<file path="src/spc_pkg.sv">
// Purpose: shared constants for the start-up and host control pin block
// Assumes: one 10 MHz core clock, synchronous active-high reset
// Notes: delay lengths are plain defaults; no figure is given for them
`default_nettype none
package spc_pkg;

  // ----------------------------------------------------------------
  // clocking
  // ----------------------------------------------------------------
  localparam int CLK_HZ = 10000000;
  localparam int DEV_CLK_HZ = 7372800;
  localparam int BAUD = 9600;
  localparam int BITCLK_PER_BIT = 16;
  // baud tick spacing in core clocks, rounded down, never below one
  localparam int BAUD_CYC_RAW = CLK_HZ / BAUD;
  localparam int BAUD_CYC = (BAUD_CYC_RAW < 1) ? 1 : BAUD_CYC_RAW;
  localparam int BAUD_W = 11;
  localparam logic [BAUD_W-1:0] BAUD_LAST = BAUD_W'(BAUD_CYC - 1);
  localparam logic [BAUD_W-1:0] BAUD_ZERO = 11'h000;

  // ----------------------------------------------------------------
  // start-up delays
  // ----------------------------------------------------------------
  localparam int PWRUP_US = 72000;
  localparam int SETTLE_CYC_OSC = 1024;
  localparam int PWRUP_CYC = (PWRUP_US * (CLK_HZ / 1000000));
  localparam int SETTLE_NS = (SETTLE_CYC_OSC * 1000) / 7;
  localparam int SETTLE_CYC_RAW = (SETTLE_NS + 99) / 100;
  localparam int SETTLE_CYC = (SETTLE_CYC_RAW < 1) ? 1 : SETTLE_CYC_RAW;
  localparam int RST_SEQ_CYC = 16;
  localparam int CNT_W = 20;
  localparam logic [CNT_W-1:0] CNT_ZERO = 20'h00000;
  localparam logic [CNT_W-1:0] CNT_ONE = 20'h00001;

  // ----------------------------------------------------------------
  // sequencer states, gray along power-up path
  // ----------------------------------------------------------------
  typedef enum logic [2:0] {
    SPC_ST_PWRUP = 3'h0,
    SPC_ST_SETTLE = 3'h1,
    SPC_ST_HOLD = 3'h3,
    SPC_ST_RSTSEQ = 3'h2,
    SPC_ST_RUN = 3'h6
  } spc_state_type;

endpackage
`default_nettype wire

</file>
<file path="src/spc_startup.sv">
// How it works
// - reset pin low holds the block in reset.
// - after reset pin rises, a reset sequence runs before operation starts.
// - each power-up waits power-up delay, then oscillator settle delay, in order.
// - host and link run one fixed 9600 baud rate, no selection.
// - host request-to-send low allows sending to host; high stops it.
// - request-to-send stays local, never tied to remote flow-control bits.
// - carrier-detect pin is sampled and sent as link carrier bit.
// - local terminal-ready pin state is made locally, not from remote bit.
//
// Purpose: start-up sequencing and local host handshake pins
// Assumes: inputs synchronous-ish levels; rst_in high at power-up and at a restart
// Notes: ready_out gates host sending, the baud tick and link ready; the link carrier bit is not gated
`timescale 1ns/100ps
`default_nettype none
module spc_startup #(
  parameter int PWRUP_CYCLES = spc_pkg::PWRUP_CYC
) (
  // clock and resets
  input wire logic core_clk_in,
  input wire logic rst_in,
  input wire logic reset_pin_n_in,
  // host handshake pins
  input wire logic host_rts_n_in,
  input wire logic carrier_det_n_in,
  // device side status
  input wire logic host_tx_pending_in,
  input wire logic link_up_in,
  // outputs
  output logic ready_out,
  output logic baud_tick_out,
  output logic host_send_ok_out,
  output logic link_carrier_bit_out,
  output logic link_ready_n_out
);

  // ----------------------------------------------------------------
  // input synchronisation
  // ----------------------------------------------------------------
  logic [2:0] sync_q;
  logic pin_rst_n;
  logic rts_n;
  logic cd_n;

  // reset pin syncs to 0 so the block starts held
  spc_sync #(.W(3), .INIT(3'h6)) u_sync (
    .clk_in(core_clk_in),
    .rst_in(rst_in),
    .d_in({host_rts_n_in, carrier_det_n_in, reset_pin_n_in}),
    .q_out(sync_q)
  );
  assign rts_n = sync_q[2];
  assign cd_n = sync_q[1];
  assign pin_rst_n = sync_q[0];

  // ----------------------------------------------------------------
  // start-up sequencer
  // ----------------------------------------------------------------
  localparam logic [spc_pkg::CNT_W-1:0] PWRUP_LAST =
    spc_pkg::CNT_W'(PWRUP_CYCLES - 1);
  localparam logic [spc_pkg::CNT_W-1:0] SETTLE_LAST =
    spc_pkg::CNT_W'(spc_pkg::SETTLE_CYC - 1);
  localparam logic [spc_pkg::CNT_W-1:0] RSTSEQ_LAST =
    spc_pkg::CNT_W'(spc_pkg::RST_SEQ_CYC - 1);

  spc_pkg::spc_state_type st_r;
  spc_pkg::spc_state_type st_nxt;
  logic [spc_pkg::CNT_W-1:0] cnt_r;
  logic [spc_pkg::CNT_W-1:0] cnt_nxt;
  logic ready_r;
  logic ready_nxt;

  always_comb
  begin
    st_nxt = st_r;
    cnt_nxt = cnt_r + spc_pkg::CNT_ONE;
    case (st_r)
      spc_pkg::SPC_ST_PWRUP:
      begin
        if (cnt_r == PWRUP_LAST)
        begin
          st_nxt = spc_pkg::SPC_ST_SETTLE;
          cnt_nxt = spc_pkg::CNT_ZERO;
        end
      end
      spc_pkg::SPC_ST_SETTLE:
      begin
        if (cnt_r == SETTLE_LAST)
        begin
          st_nxt = spc_pkg::SPC_ST_HOLD;
          cnt_nxt = spc_pkg::CNT_ZERO;
        end
      end
      spc_pkg::SPC_ST_HOLD:
      begin
        cnt_nxt = spc_pkg::CNT_ZERO;
        if (pin_rst_n)
          st_nxt = spc_pkg::SPC_ST_RSTSEQ;
      end
      spc_pkg::SPC_ST_RSTSEQ:
      begin
        if (cnt_r == RSTSEQ_LAST)
        begin
          st_nxt = spc_pkg::SPC_ST_RUN;
          cnt_nxt = spc_pkg::CNT_ZERO;
        end
      end
      spc_pkg::SPC_ST_RUN:
        cnt_nxt = spc_pkg::CNT_ZERO;
      default:
      begin
        st_nxt = spc_pkg::SPC_ST_PWRUP;
        cnt_nxt = spc_pkg::CNT_ZERO;
      end
    endcase
    // the pin forces reset at any time once delays are done
    if (!pin_rst_n && st_r != spc_pkg::SPC_ST_PWRUP &&
        st_r != spc_pkg::SPC_ST_SETTLE)
    begin
      st_nxt = spc_pkg::SPC_ST_HOLD;
      cnt_nxt = spc_pkg::CNT_ZERO;
    end
    ready_nxt = (st_nxt == spc_pkg::SPC_ST_RUN);
  end

  always_ff @(posedge core_clk_in)
  begin
    if (rst_in)
    begin
      st_r <= spc_pkg::SPC_ST_PWRUP;
      cnt_r <= spc_pkg::CNT_ZERO;
      ready_r <= 1'b0;
    end
    else
    begin
      st_r <= st_nxt;
      cnt_r <= cnt_nxt;
      ready_r <= ready_nxt;
    end
  end

  // ----------------------------------------------------------------
  // fixed baud tick, no rate select
  // ----------------------------------------------------------------
  // runs only in operation so the first bit is a full period
  logic [spc_pkg::BAUD_W-1:0] baud_r;
  logic [spc_pkg::BAUD_W-1:0] baud_nxt;
  logic tick_r;
  logic tick_nxt;

  always_comb
  begin
    baud_nxt = spc_pkg::BAUD_ZERO;
    tick_nxt = 1'b0;
    if (ready_r)
    begin
      if (baud_r == spc_pkg::BAUD_LAST)
        tick_nxt = 1'b1;
      else
        baud_nxt = baud_r + spc_pkg::BAUD_W'(1);
    end
  end

  always_ff @(posedge core_clk_in)
  begin
    if (rst_in)
    begin
      baud_r <= spc_pkg::BAUD_ZERO;
      tick_r <= 1'b0;
    end
    else
    begin
      baud_r <= baud_nxt;
      tick_r <= tick_nxt;
    end
  end

  // ----------------------------------------------------------------
  // local handshake pins
  // ----------------------------------------------------------------
  logic send_ok_r;
  logic send_ok_nxt;
  logic carrier_r;
  logic carrier_nxt;
  logic dsr_n_r;
  logic dsr_n_nxt;

  always_comb
  begin
    // uses only the local pin, never a remote flow bit
    send_ok_nxt = ready_r && !rts_n && host_tx_pending_in;
    carrier_nxt = cd_n;
    // made from local link state, not the remote terminal-ready bit
    dsr_n_nxt = !(ready_r && link_up_in);
  end

  always_ff @(posedge core_clk_in)
  begin
    if (rst_in)
    begin
      send_ok_r <= 1'b0;
      carrier_r <= 1'b1;
      dsr_n_r <= 1'b1;
    end
    else
    begin
      send_ok_r <= send_ok_nxt;
      carrier_r <= carrier_nxt;
      dsr_n_r <= dsr_n_nxt;
    end
  end

  assign ready_out = ready_r;
  assign baud_tick_out = tick_r;
  assign host_send_ok_out = send_ok_r;
  assign link_carrier_bit_out = carrier_r;
  assign link_ready_n_out = dsr_n_r;

  // ----------------------------------------------------------------
  // checks
  // ----------------------------------------------------------------
  hold_in_reset_a: assert property (
    @(posedge core_clk_in) disable iff (rst_in)
    (!pin_rst_n && st_r == spc_pkg::SPC_ST_RUN) |=> !ready_r)
    else $error("ready stayed high while reset pin low");

  seq_before_run_a: assert property (
    @(posedge core_clk_in) disable iff (rst_in)
    (st_r == spc_pkg::SPC_ST_HOLD ##1 st_r == spc_pkg::SPC_ST_RSTSEQ)
    |-> !ready_r [*8])
    else $error("operation began before reset sequence ended");

  delay_order_a: assert property (
    @(posedge core_clk_in) disable iff (rst_in)
    (st_r == spc_pkg::SPC_ST_SETTLE) |->
    ($past(st_r) == spc_pkg::SPC_ST_PWRUP ||
    $past(st_r) == spc_pkg::SPC_ST_SETTLE))
    else $error("settle delay entered out of order");

  no_early_ready_a: assert property (
    @(posedge core_clk_in) disable iff (rst_in)
    ready_r |-> $past(st_r) == spc_pkg::SPC_ST_RSTSEQ ||
    $past(st_r) == spc_pkg::SPC_ST_RUN)
    else $error("ready without finished start-up");

  baud_period_a: assert property (
    @(posedge core_clk_in) disable iff (rst_in || !ready_r)
    tick_r |=> !tick_r [*8])
    else $error("baud ticks too close");

  send_gate_a: assert property (
    @(posedge core_clk_in) disable iff (rst_in)
    $past(rts_n) |-> !send_ok_r)
    else $error("sent to host while request-to-send high");

  carrier_follow_a: assert property (
    @(posedge core_clk_in) disable iff (rst_in)
    ##1 carrier_r == $past(cd_n))
    else $error("carrier bit does not follow pin");

  link_pin_a: assert property (
    @(posedge core_clk_in) disable iff (rst_in)
    !ready_r |=> dsr_n_r)
    else $error("link ready asserted while not operating");

endmodule // spc_startup
`default_nettype wire

</file>
<file path="src/spc_sync.sv">
// Purpose: two-flop synchroniser for a group of input levels
// Assumes: inputs are levels, not pulses
// Notes: first stage is read only by the second stage
`timescale 1ns/100ps
`default_nettype none
module spc_sync #(
  parameter int W = 3,
  parameter logic [W-1:0] INIT = '0
) (
  // clock and reset
  input wire logic clk_in,
  input wire logic rst_in,
  // levels
  input wire logic [W-1:0] d_in,
  output logic [W-1:0] q_out
);

  logic [W-1:0] meta_r;
  logic [W-1:0] meta_nxt;
  logic [W-1:0] q_r;
  logic [W-1:0] q_nxt;

  always_comb
  begin
    meta_nxt = d_in;
    q_nxt = meta_r;
  end

  always_ff @(posedge clk_in)
  begin
    if (rst_in)
    begin
      meta_r <= INIT;
      q_r <= INIT;
    end
    else
    begin
      meta_r <= meta_nxt;
      q_r <= q_nxt;
    end
  end

  assign q_out = q_r;

endmodule // spc_sync
`default_nettype wire

</file>
<file path="config.mk">
export PLATFORM = sky130hd
export DESIGN_NAME = spc_startup
export DESIGN_NICKNAME = d
export VERILOG_FILES = /design/src/spc_pkg.sv /design/src/spc_startup.sv /design/src/spc_sync.sv
export SDC_FILE = /design/constraint.sdc
export NUM_CORES = 1
export LEC_CHECK = 0
export ABC_CLOCK_PERIOD_IN_PS = 2550
export BUFFER_PORTS_ARGS = -buffer_cell sky130_fd_sc_hd__buf_2
export CORE_MARGIN = 1
export CORE_UTILIZATION = 55
export CTS_BUF_LIST = sky130_fd_sc_hd__clkbuf_8
export CTS_CLUSTER_SIZE = 24
export DETAILED_ROUTE_END_ITERATION = 8
export PLACE_DENSITY = 0.73
export SETUP_SLACK_MARGIN = 0.15
export SLEW_MARGIN = 0
export SYNTH_ARGS = -nofsm -noshare
export SYNTH_HDL_FRONTEND = slang
export SYNTH_HIERARCHICAL = 1
export SYNTH_SLANG_ARGS = --single-unit
</file>
<file path="constraint.sdc">
create_clock -name core_clk_in -period 2.55 [get_ports core_clk_in]
set_input_delay 0.3825 -clock core_clk_in [delete_from_list [all_inputs] [get_ports core_clk_in]]
set_output_delay 0.3825 -clock core_clk_in [all_outputs]
set_load 0.005 [all_outputs]
</file>
### Yosys cells after proc, flatten, opt, wreduce, memory -nomap -nowiden

Index checks and enable logic that the tools add are counted.

| storage, ports and cells | value |
|---|---|
| register bits after elaboration | 45 |
| input port bits | 7 |
| output and inout bits | 5 |
| logic and storage cells | 47 |

| cells by class | value |
|---|---|
| add/subtract/negate cells | 2 |
| eq/ne operators | 10 |
| multiplexer cells | 11 |
| bitwise logic cells | 1 |
| reductions and logical operators | 13 |

Operators by type and width:

| cell | number |
|---|---|
| 20-bit 2-to-1 mux | 3 |
| 20-bit one-hot mux with 3 select lines | 1 |
| 20-bit by 1-bit adder with 20-bit output (second input constant) | 1 |
| 20-bit by 11-bit equality test with 1-bit output (second input constant) | 1 |
| 20-bit equality test (second input constant) | 1 |
| 20-bit by 4-bit equality test with 1-bit output (second input constant) | 1 |
| 3-bit 2-to-1 mux | 5 |
| 3-bit one-hot mux with 5 select lines | 1 |
| 11-bit by 1-bit adder with 11-bit output (second input constant) | 1 |
| 11-bit equality test (second input constant) | 1 |
| 3-bit by 2-bit equality test with 1-bit output (second input constant) | 2 |
| 3-bit equality test (second input constant) | 2 |
| 1-bit logical AND | 5 |
| 2-bit OR reduction | 2 |
| 3-bit by 1-bit equality test with 1-bit output (second input constant) | 1 |
| 1-bit logical NOT | 3 |
| 3-bit logical NOT | 1 |
| 3-bit by 1-bit inequality test with 1-bit output (second input constant) | 1 |
| 3-bit nonzero test | 1 |
| 3-bit OR reduction | 1 |
| 1-bit 2-to-1 mux | 1 |
| 1-bit NOT | 1 |

### Longest topological paths before layout

Gate-level depths: netlist of run 1.

| logic depth | value |
|---|---|
| word-level depth | 5 |
| mapped depth | 7 |
| depth with buffers taken out | 6 |

### By module

The synthesis of run 1 kept the hierarchy.

Modules (own cells, without submodules):

| module | times used | cells each | area an instance (um^2) | sequential area each (um^2) |
|---|---|---|---|---|
| spc_startup | 1 | 204 | 1856.8 | 780.7 |
| spc_sync | 1 | 12 | 157.7 | 120.1 |

### Worst setup path after synthesis of run 1

No wires, ideal clock.

| timing | value |
|---|---|
| path kind | register to register |
| start point | register cnt_r[0] (netlist bit) |
| end point | register cnt_r[0] (netlist bit) |
| setup time | 125 ps |
| arrival time | 1798 ps |
| required time | 2425 ps |
| slack | 627 ps |
| stages on the path, launching flop included | 8 |
| path buffers | 2 |
| period minus slack after synthesis | 1923 ps |
| path through | dfxtp_1 ha_1 and2_1 clkbuf_1 nand2_1 o211ai_1 buf_2 a31oi_1 |

| on the way | value |
|---|---|
| cells in the longest elaborated chain, start to end | 3 |
| elaborated cells between the ends (all ways) | 8 |
| those cells by class | 1 x add/sub; 3 x eq/ne; 4 x mux |

Ends and longest elaborated chain:

| element | RTL line | RTL |
|---|---|---|
| start, declared | spc_startup.sv:68 | `logic [spc_pkg::CNT_W-1:0] cnt_r;` |
| start signal, assigned | spc_startup.sv:131 | `cnt_r <= spc_pkg::CNT_ZERO;` |
| start signal, assigned | spc_startup.sv:137 | `cnt_r <= cnt_nxt;` |
| 20-bit by 1-bit adder with 20-bit output (tied with other cells) | spc_startup.sv:76 | `cnt_nxt = cnt_r + spc_pkg::CNT_ONE;` |
| 20-bit 2-to-1 mux (on tied branches) | spc_startup.sv:102, spc_startup.sv:80, spc_startup.sv:88 |  |
| 20-bit one-hot mux with 3 select lines * | spc_startup.sv:77 | `case (st_r)` |

Every way passes the cells marked *; elsewhere a longest branch is shown, timed or not.
A chain may end at the register's enable or synchronous reset.

### Worst setup path in the final report of run 1

| timing | value |
|---|---|
| start point | register cnt_r[2] (netlist bit) |
| end point | register cnt_r[10] (netlist bit) |

The elaborated chain is that of the path after synthesis.

==> results.toml, run 1 <==
[status]
status = "completed"

[power_and_ir_drop]
cellLeakagePower_uw = 0.0007184
cell_area_power_density_nw_per_um2 = 534.7
vdd_ir_drop_max_v = 0.0003219

[synthesis]
synthDistinctLibCells = 43
synth-seq-area-share_pct = 44.72
synth_top_flop_cell = "dfxtp_1"
cells_after_synthesis = 216
synthesis.nets = 227
ys_ff_latch = 45
syn-mean-instance-area_sq_um = 9.326
async_flop_share_pct = 0
synth-warning-count = 6
netlist_area_sq_um = 2014
synth_edf_count = 0

[die]
die_area_sq_um = 3909
num_rows = 21
core-area_sq_um = 3416
dieWidth_microns = 62.52
die_height_microns = 62.52
starting_density_of_the_core_pct = 58.97
top_level_ports = 12

[sta]
rsz0062_at_grt = "false"
fmax_ghz = 0.4920
period_needed_ns = 2.033
max_slew_margin_pct = 66.00
timing_max_transition_violations_final = 0
finClkSkew_ns = 0.008629
worstMarginPinSlew_ns = 0.5088
report.final.hold_viol_count = 0
layout_worst_path_cycle_share_pct = 79.71
timing.setup.tns_ns = 0
finalSetupViolations = 0

[route]
wl_per_cell_microns = 14.02
first_iter_violations = 90
drtPass1Iterations = 4
drtAntennaViolNets = 0
via_count = 1650
wirelength_routed_microns = 3884
detail_route.vias_per_cell = 5.957
drcViolationCount = 0

[setup_path]
crit-reg2reg-capture = "cnt_r[10]"
crit_fanout = 10
worst_r2r_path_depth = 5
timing.reg2reg.setup_slack_ns = 0.52
worst-setup-path-type = "reg2reg"
crit_path_end = "cnt_r[10]"
worstPathRequired_ns = 2.72
critPathCaptureType = "flop"
setup.worst_path.start_class = "flop"
setup.worst_path.start = "cnt_r[2]"
cp.arrival_ns = 2.20
r2r_start = "cnt_r[2]"

[clocking]
clk_transition_reported_paths_ns = 0.08
tritoncts.num_buffers = 5
cts_max_path_buffers = 2
cts.repair_timing.setup_buffer_count = 0
clock-sinks = 45
cts.hold.buffers_added = 0
insertion_delay_ns = 0.30
clock_tree.htree_level_count = 2
tritoncts_clock_tree = "built"
clockRootBuffer = "clkbuf_8"
post_cts.resized_instances = 0

[cells_and_area]
post_route_cells_drive_above_1_share_pct = 11.69
fillerInstances = 295
areaGrowthSynthToFinish_pct = 8.696
final_nets = 241
post-route-cell-area_sq_um = 2190
num_antenna_cells = 0

[place]
place_hpwl_microns = 2703
placement.cell_area_sq_um = 2102
io_buffer_count = 11
gp_routability_congestion = 0.8094

[run]
max_cap_check_violation_count = 0

[global_route]
grt_max_degree = 20
grt-ovfl-total = 0
grt_first_pass_wirelength_microns = 6706
antenna_violations_before_repair = 0
grt_pass1_vias = 1612
grt.total_usage_pct = 21.08

[hold_path]
worst_hold_path_type = "in2reg"
-- routing by layer --
metal	global-route usage, %	vias up	wire, microns
li1	-	830	-
met1	25.00	781	1751
met2	37.09	33	1946
met3	5.292	6	148
met4	6.395	0	38
met5	0	-	0
-- worst min-delay path by stage --
| stage | startpoint | slack, ns | cells past startpoint | endpoint |
|---|---|---|---|---|
| 6_report | link_up_in | 0.24 | 2 | link_ready_n_out |
| 5_1_grt | link_up_in | 0.24 | 2 | link_ready_n_out |
| 2_1_floorplan | u_sync/q_out[2] | 0.37 | 1 | host_send_ok_out |
| 3_3_place_gp | u_sync/meta_r[1] | 0.39 | 1 | u_sync/q_out[1] |
| 3_5_place_dp | u_sync/q_out[2] | 0.38 | 1 | host_send_ok_out |
| 4_1_cts | link_up_in | 0.24 | 2 | link_ready_n_out |
-- critical path: stages, from the launching register on --
cell and delay (ns):
dfxtp_1 0.47, nand3_1 0.11, or4_4 0.51, o311ai_4 0.46, buf_4 0.26, a31oi_1 0.09
-- stage by stage --
step | power (uW) | hold WS (ns) | utilization (%) | setup WS, ns | cells
CTS | 1177 | 0.2385 | 64.10 | 0.5183 | 277
floorplan | 752.8 | 0.3721 | - | 0.6270 | 216
detailed placement | 764.8 | 0.3830 | 61.54 | 0.5370 | 269
global placement | 763.0 | 0.3874 | 61.54 | 0.6142 | 269
finish | 1171 | 0.2384 | 64.10 | 0.5174 | 277
global route | 1216 | 0.2386 | 64.10 | 0.4345 | 277
-- sequential cells by signal (all words and copies together) (netlist names) --
register / count
cnt_r: 20
st_r: 3
u_sync/meta_r: 3
baud_tick_out: 1
baud_r: 11
ready_out: 1
host_send_ok_out: 1
link_carrier_bit_out: 1
link_ready_n_out: 1
u_sync/q_out: 3
-- synthesized netlist by cell type, types with 4 or more instances --
master / count / area [sq um]
nand2_1: 16 / 60.06
nor4_1: 5 / 31.28
ha_1: 4 / 50.05
o21ai_0: 5 / 25.02
dfxtp_1: 45 / 900.9
o31ai_1: 4 / 30.03
or3_1: 4 / 25.02
nor3_1: 5 / 25.02
or4_1: 5 / 37.54
a31oi_1: 12 / 75.07
inv_1: 7 / 26.28
nor2_1: 16 / 60.06
xor2_1: 9 / 78.83
xnor2_1: 10 / 87.58
nor2b_1: 4 / 25.02
and3_1: 4 / 25.02
nand4_1: 9 / 56.30
a32oi_1: 7 / 61.31
or2_1: 4 / 25.02
nand3_1: 10 / 50.05
-- layout by cell type, fill, tap and decap left out, drive strengths merged, types with 6 or more instances in the layout --
cell type  count
a31oi         12
a32oi          7
buf           14
dfxtp         45
inv            8
nand2         16
nand3         10
nand4         10
nor2          16
o21ai          6
or4            6
xnor2         10
xor2           9
-- cells by family after synthesis --
| kind of cell | share of synthesized area (%) |
|---|---|
| adders and majority gates | 2.485 |
| and+or+nand+nor | 26.77 |
| xor gates and xnor gates | 8.261 |
| buffers and inverters | 3.665 |
| AOI/OAI and AO/OA | 14.10 |
| DFF | 44.72 |
-- final cells by class --
class / instances / area (sq um) / share of cell area (%)
well taps: 46 / 57.56 / 2.629
clock inverters: 3 / 18.77 / 0.8571
repair buffers: 14 / 77.57 / 3.543
flip-flops and latches: 45 / 900.9 / 41.14
multi-input cells: 157 / 1040 / 47.49
inverters: 7 / 26.28 / 1.200
clock buffers: 5 / 68.82 / 3.143
-- power by group --
group / switching (uW) / internal [uW] / total (uW)
logic: 15.5 / 13.6 / 29.1
registers: 8.14 / 711 / 719
clock network: 233 / 189 / 422
total: 257 / 914 / 1170
(Power assumes the default switching activity.)
==> run 2, diff against run 1 <==
--- a/config.mk
+++ b/config.mk
@@ -5,7 +5,7 @@
 export SDC_FILE = /design/constraint.sdc
 export NUM_CORES = 1
 export LEC_CHECK = 0
-export ABC_CLOCK_PERIOD_IN_PS = 2550
+export ABC_CLOCK_PERIOD_IN_PS = 2100
 export BUFFER_PORTS_ARGS = -buffer_cell sky130_fd_sc_hd__buf_2
 export CORE_MARGIN = 1
 export CORE_UTILIZATION = 55
==> constraint.sdc (replaced) <==
create_clock -name core_clk_in -period 2.1 [get_ports core_clk_in]
set_input_delay 0.315 -clock core_clk_in [delete_from_list [all_inputs] [get_ports core_clk_in]]
set_output_delay 0.315 -clock core_clk_in [all_outputs]
set_load 0.005 [all_outputs]
==> run 2 against run 1 <==
  * Power up 23%
  * Sequential share of layout area down 0.097 points
  * Fmax up 11%
  * Critical path depth up 2
  * Sequential power up 21%
  * Hold slack worse by 0.077 ns
  * Flip-flop and latch count unchanged
  * Clock-buffer cell count unchanged
  * Non-clock buffer count unchanged
  * Global-route usage down 0.88 points
  * Combinational power up 19%
  * Largest power group unchanged
  * Highest routed layer unchanged
==> results.toml, run 2 (synthesized netlist as in run 1, its figures left out) <==
[cells_and_area]
final_nets = 241
final_cell_mix = "dfxtp_1, nor2_1, nand2_1, a31oi_1, buf_2"
final_common_cell = "dfxtp_1"
reg_with_most_ffs = "cnt_r"
register_area_sq_um = 903.4
post_route_cells_drive_above_1_share_pct = 13.42
fillerInstances = 280
num_antenna_cells = 0
largest_regs = "cnt_r x20, baud_r x11"
largest_register_ffs = 20
areaGrowthSynthToFinish_pct = 9.255
multi_input_gate_area_sq_um = 1045

[clocking]
tritoncts.num_buffers = 5
tritoncts_clock_tree = "built"
clk_transition_reported_paths_ns = 0.09
clockRootBuffer = "clkbuf_8"
clock-sinks = 45
insertion_delay_ns = 0.30
cts.repair_timing.setup_buffer_count = 0
post_cts.resized_instances = 0
cts.hold.buffers_added = 0
cts_max_path_buffers = 2
clock_tree.htree_level_count = 2

[sta]
report.final.hold_viol_count = 0
period_needed_ns = 1.825
finalSetupViolations = 0
worstMarginPinSlew_ns = 0.4006
whs_ns = 0.1612
layout_worst_path_cycle_share_pct = 86.89
max_slew_margin_pct = 73.09
finClkSkew_ns = 0.007953
rsz0062_at_grt = "false"
timing_max_transition_violations_final = 0
fmax_ghz = 0.5481
timing.setup.tns_ns = 0

[setup_path]
timing.reg2reg.setup_slack_ns = 0.28
worstPathRequired_ns = 2.27
setup.worst_path.start_class = "flop"
path_cells = "inv_1 -> ha_1 -> nand2_1 -> or4_4 -> o311ai_4 -> buf_4 -> a32oi_1"
critPathBufInv = 2
cp.arrival_ns = 2.00
worst-setup-path-type = "reg2reg"
crit_fanout = 19
critPathMaxStageDelay_ns = 0.44
critPathTopFamily = "simple AND/OR/NAND/NOR gates"
cp_slowest_cell = "or4_4"
critPathCaptureType = "flop"

[global_route]
grt_max_degree = 20
grt_first_pass_wirelength_microns = 6451
grt-ovfl-total = 0
grt.total_usage_pct = 20.20
antenna_violations_before_repair = 0
grt_pass1_vias = 1461

[power_and_ir_drop]
share_of_power_burned_in_combinational_logic_pct = 2.4
cellLeakagePower_uw = 0.0007158
vdd_ir_drop_max_v = 0.0004255
power.switching_fraction_pct = 22.65
switching_power_uw = 326.0
cell_area_power_density_nw_per_um2 = 653.9
seq_power_share_pct = 60.7
power.clock.fraction_pct = 36.9
p_int_uw = 1113

[place]
place_hpwl_microns = 2494
io_buffer_count = 11
gp_routability_congestion = 0.8821

[die]
num_rows = 21
dieWidth_microns = 62.52
die_height_microns = 62.52
top_level_ports = 12
core-area_sq_um = 3416
die_area_sq_um = 3909
starting_density_of_the_core_pct = 58.97

[route]
wirelength_routed_microns = 3697
drcViolationCount = 0
wl_per_cell_microns = 13.35
first_iter_violations = 104
drtAntennaViolNets = 0
drtPass1Iterations = 4
detail_route.vias_per_cell = 5.830
via_count = 1615

[status]
status = "completed"

[hold_path]
worst_hold_path_type = "in2reg"

[run]
max_cap_check_violation_count = 0
run 2: through the flow:
step	setup WS (ns)	power, uW	std cells	utilization, %	cell area (sq um)
final	0.2754	1439	277	64.43	2201
after global routing	0.1817	1498	277	64.43	2201
after CTS	0.1822	1455	277	64.21	2193
after detailed placement	0.2286	927.6	269	61.54	2102
after global placement	0.2932	926.5	269	61.54	2102
after floorplan	0.1770	914.1	216	-	2014
run 2: final timing paths:
path,startpoint,to,depth (start not counted)
max,cnt_r[0],cnt_r[15],7
max reg2reg,cnt_r[0],cnt_r[15],7
min reg2reg,u_sync/q_out[2],host_send_ok_out,1
min,link_up_in,link_ready_n_out,2
run 2: layer usage:
layer | track usage (%) | routed length, microns | up-vias | share of wire, %
met5 | 0 | 0 | - | 0
met4 | 6.395 | 51 | 0 | 1.4
met3 | 5.109 | 161 | 6 | 4.4
met2 | 32.61 | 1755 | 30 | 47
met1 | 26.32 | 1729 | 752 | 47
li1 | - | - | 827 | -
run 2: cell type report:
class | count | share of cell area, %
multi-input cells | 157 | 47.47
inverters | 7 | 1.194
flip-flops and latches | 45 | 41.05
well taps | 46 | 2.615
repair buffers | 14 | 3.525
clock buffers | 5 | 3.127
clock inverters | 3 | 1.023
run 2: power by group through the flow:
stage | combinational [uW] | sequential [uW] | clock [uW]
6_report | 34.5 | 873 | 531
5_1_grt | 38.7 | 875 | 584
4_1_cts | 34.6 | 873 | 548
3_5_place_dp | 34.4 | 893 | 0
3_3_place_gp | 33.9 | 893 | 0
2_1_floorplan | 24.9 | 889 | 0
==> run 3, diff against run 2 <==
--- a/config.mk
+++ b/config.mk
@@ -5,14 +5,14 @@
 export SDC_FILE = /design/constraint.sdc
 export NUM_CORES = 1
 export LEC_CHECK = 0
-export ABC_CLOCK_PERIOD_IN_PS = 2100
+export ABC_CLOCK_PERIOD_IN_PS = 1600
 export BUFFER_PORTS_ARGS = -buffer_cell sky130_fd_sc_hd__buf_2
 export CORE_MARGIN = 1
 export CORE_UTILIZATION = 55
 export CTS_BUF_LIST = sky130_fd_sc_hd__clkbuf_8
 export CTS_CLUSTER_SIZE = 24
 export DETAILED_ROUTE_END_ITERATION = 8
-export PLACE_DENSITY = 0.73
+export PLACE_DENSITY = 0.76
 export SETUP_SLACK_MARGIN = 0.15
 export SLEW_MARGIN = 0
 export SYNTH_ARGS = -nofsm -noshare
==> constraint.sdc (replaced) <==
create_clock -name core_clk_in -period 1.6 [get_ports core_clk_in]
set_input_delay 0.24 -clock core_clk_in [delete_from_list [all_inputs] [get_ports core_clk_in]]
set_output_delay 0.24 -clock core_clk_in [all_outputs]
set_load 0.005 [all_outputs]
==> run 3 against run 2 <==
  * Clock power rose by 61%
  * Non-clock buffer count rose by 29
  * The flow now finishes with violations (setup timing)
  * Setup slack got worse by 0.46 ns
  * Critical path depth did not move
  * Clock skew fell by 0.0030 ns
  * Power rose by 44%
  * Design area rose by 17%
  * Cell count rose by 10%
  * Critical endpoint is now cnt_r[13]
  * Flip-flop and latch count did not move
  * First-iteration DRC count fell by 17%
  * Register-to-register slack got worse by 0.46 ns
==> results.toml, run 3 (synthesized netlist as in run 1, its figures left out) <==
[power_and_ir_drop]
cellLeakagePower_uw = 0.0009067
cell_area_power_density_nw_per_um2 = 804.8
vdd_ir_drop_max_v = 0.0006655

[place]
place_hpwl_microns = 3034
placement.cell_area_sq_um = 2310
gp_routability_congestion = 0.8949
io_buffer_count = 11

[clocking]
clock_tree.htree_level_count = 2
clk_transition_reported_paths_ns = 0.08
clock-sinks = 45
tritoncts.num_buffers = 5
clockRootBuffer = "clkbuf_8"
cts_max_path_buffers = 2
tritoncts_clock_tree = "built"
insertion_delay_ns = 0.30

[route]
drtAntennaViolNets = 0
wirelength_routed_microns = 4582
first_iter_violations = 86
detail_route.vias_per_cell = 5.951
wl_per_cell_microns = 14.97
drcViolationCount = 0
drtPass1Iterations = 4
via_count = 1821

[global_route]
grt_pass1_vias = 1730
grt-ovfl-total = 0
grt_max_degree = 20
antenna_violations_before_repair = 0
grt_first_pass_wirelength_microns = 7514
grt.total_usage_pct = 23.94

[setup_path]
setup.worst_path.start_class = "flop"
worst-setup-path-type = "reg2reg"
worstPathRequired_ns = 1.77
critPathCaptureType = "flop"
cp.arrival_ns = 1.95
crit_fanout = 5

[sta]
timing_max_transition_violations_final = 0
fmax_ghz = 0.5609
rsz0062_at_grt = "true"
finalSetupViolations = 20
period_needed_ns = 1.783
layout_worst_path_cycle_share_pct = 111.4
finClkSkew_ns = 0.004981
post-route-worst-setup-slack_ns = -0.1828
max_slew_margin_pct = 77.21
worstMarginPinSlew_ns = 0.3410
report.final.hold_viol_count = 0

[die]
starting_density_of_the_core_pct = 58.97
die_height_microns = 62.52
dieWidth_microns = 62.52
top_level_ports = 12
die_area_sq_um = 3909
num_rows = 21
core-area_sq_um = 3416

[cells_and_area]
areaGrowthSynthToFinish_pct = 27.89
final_cell_mix = "dfxtp_1, buf_4, nor2_1, nand2_1"
num_antenna_cells = 0
reg_with_most_ffs = "cnt_r"
final_util_pct = 75.42
final_common_cell = "dfxtp_1"
post_route_cells_drive_above_1_share_pct = 31.15
largest_register_ffs = 20
post-route-cell-area_sq_um = 2576
final_nets = 270
largest_regs = "cnt_r x20, baud_r x11"

[hold_path]
worst_hold_path_type = "in2reg"

[status]
violations = "setup timing"
status = "finished with violations"

[run]
max_cap_check_violation_count = 0
run 3: routing by layer:
layer | vias up | track usage (%) | wire (microns)
li1 | 888 | - | -
met1 | 868 | 28.06 | 2024
met2 | 51 | 41.17 | 2253
met3 | 14 | 5.657 | 207
met4 | 0 | 10.76 | 97
met5 | - | 0 | 0
run 3: what timing repair did:
item	CTS	global route
hold buffers	0	0
gates cloned	0	1
setup endpoints to repair	22	32
pin swaps	2	1
gates resized for setup	6	22
endpoints found under the hold margin	0	0
setup buffers	1	2
run 3: worst max-delay path, stage by stage, from the launching register on:
cell,delay (ns)
dfxtp_4,0.37
inv_4,0.06
ha_4,0.12
nand2_2,0.04
or4_4,0.44
o311ai_4,0.33
buf_6,0.19
a32oi_2,0.10
run 3: cell type report:
cell class                      instances  area [sq um]
Sequential cell                        45         910.9
Tap cell                               46         57.56
Clock inverter                          3         45.04
Clock buffer                            5         68.82
Multi-Input combinational cell        157          1159
Fill cell                             231         839.6
Timing Repair Buffer                   43         306.5
Inverter                                7         28.78
run 3: through the flow:
stage	TNS (ns)	hold slack (ns)	cells	power [uW]	setup slack, ns
6_report	-3.078	0.09178	306	2073	-0.1828
3_3_place_gp	-1.416	0.3839	294	1229	-0.08205
3_5_place_dp	-1.896	0.3905	294	1233	-0.1303
2_1_floorplan	-1.749	0.3019	216	1206	-0.1241
4_1_cts	-2.125	0.08896	303	2082	-0.1306
5_1_grt	-4.098	0.09834	306	2146	-0.2271
run 3: where the power goes:
group / internal, uW / total [uW] / switching [uW]
clock network: 468 / 856 / 387
registers: 1130 / 1150 / 14.1
logic: 35.5 / 69.8 / 34.2
run 3: final timing paths:
kind | cells past startpoint | endpoint | slack [ns] | start
max | 7 | cnt_r[13] | -0.18 | cnt_r[0]
min | 2 | link_ready_n_out | 0.09 | link_up_in
max reg2reg | 7 | cnt_r[13] | -0.18 | cnt_r[0]
min reg2reg | 1 | host_send_ok_out | 0.40 | u_sync/q_out[2]
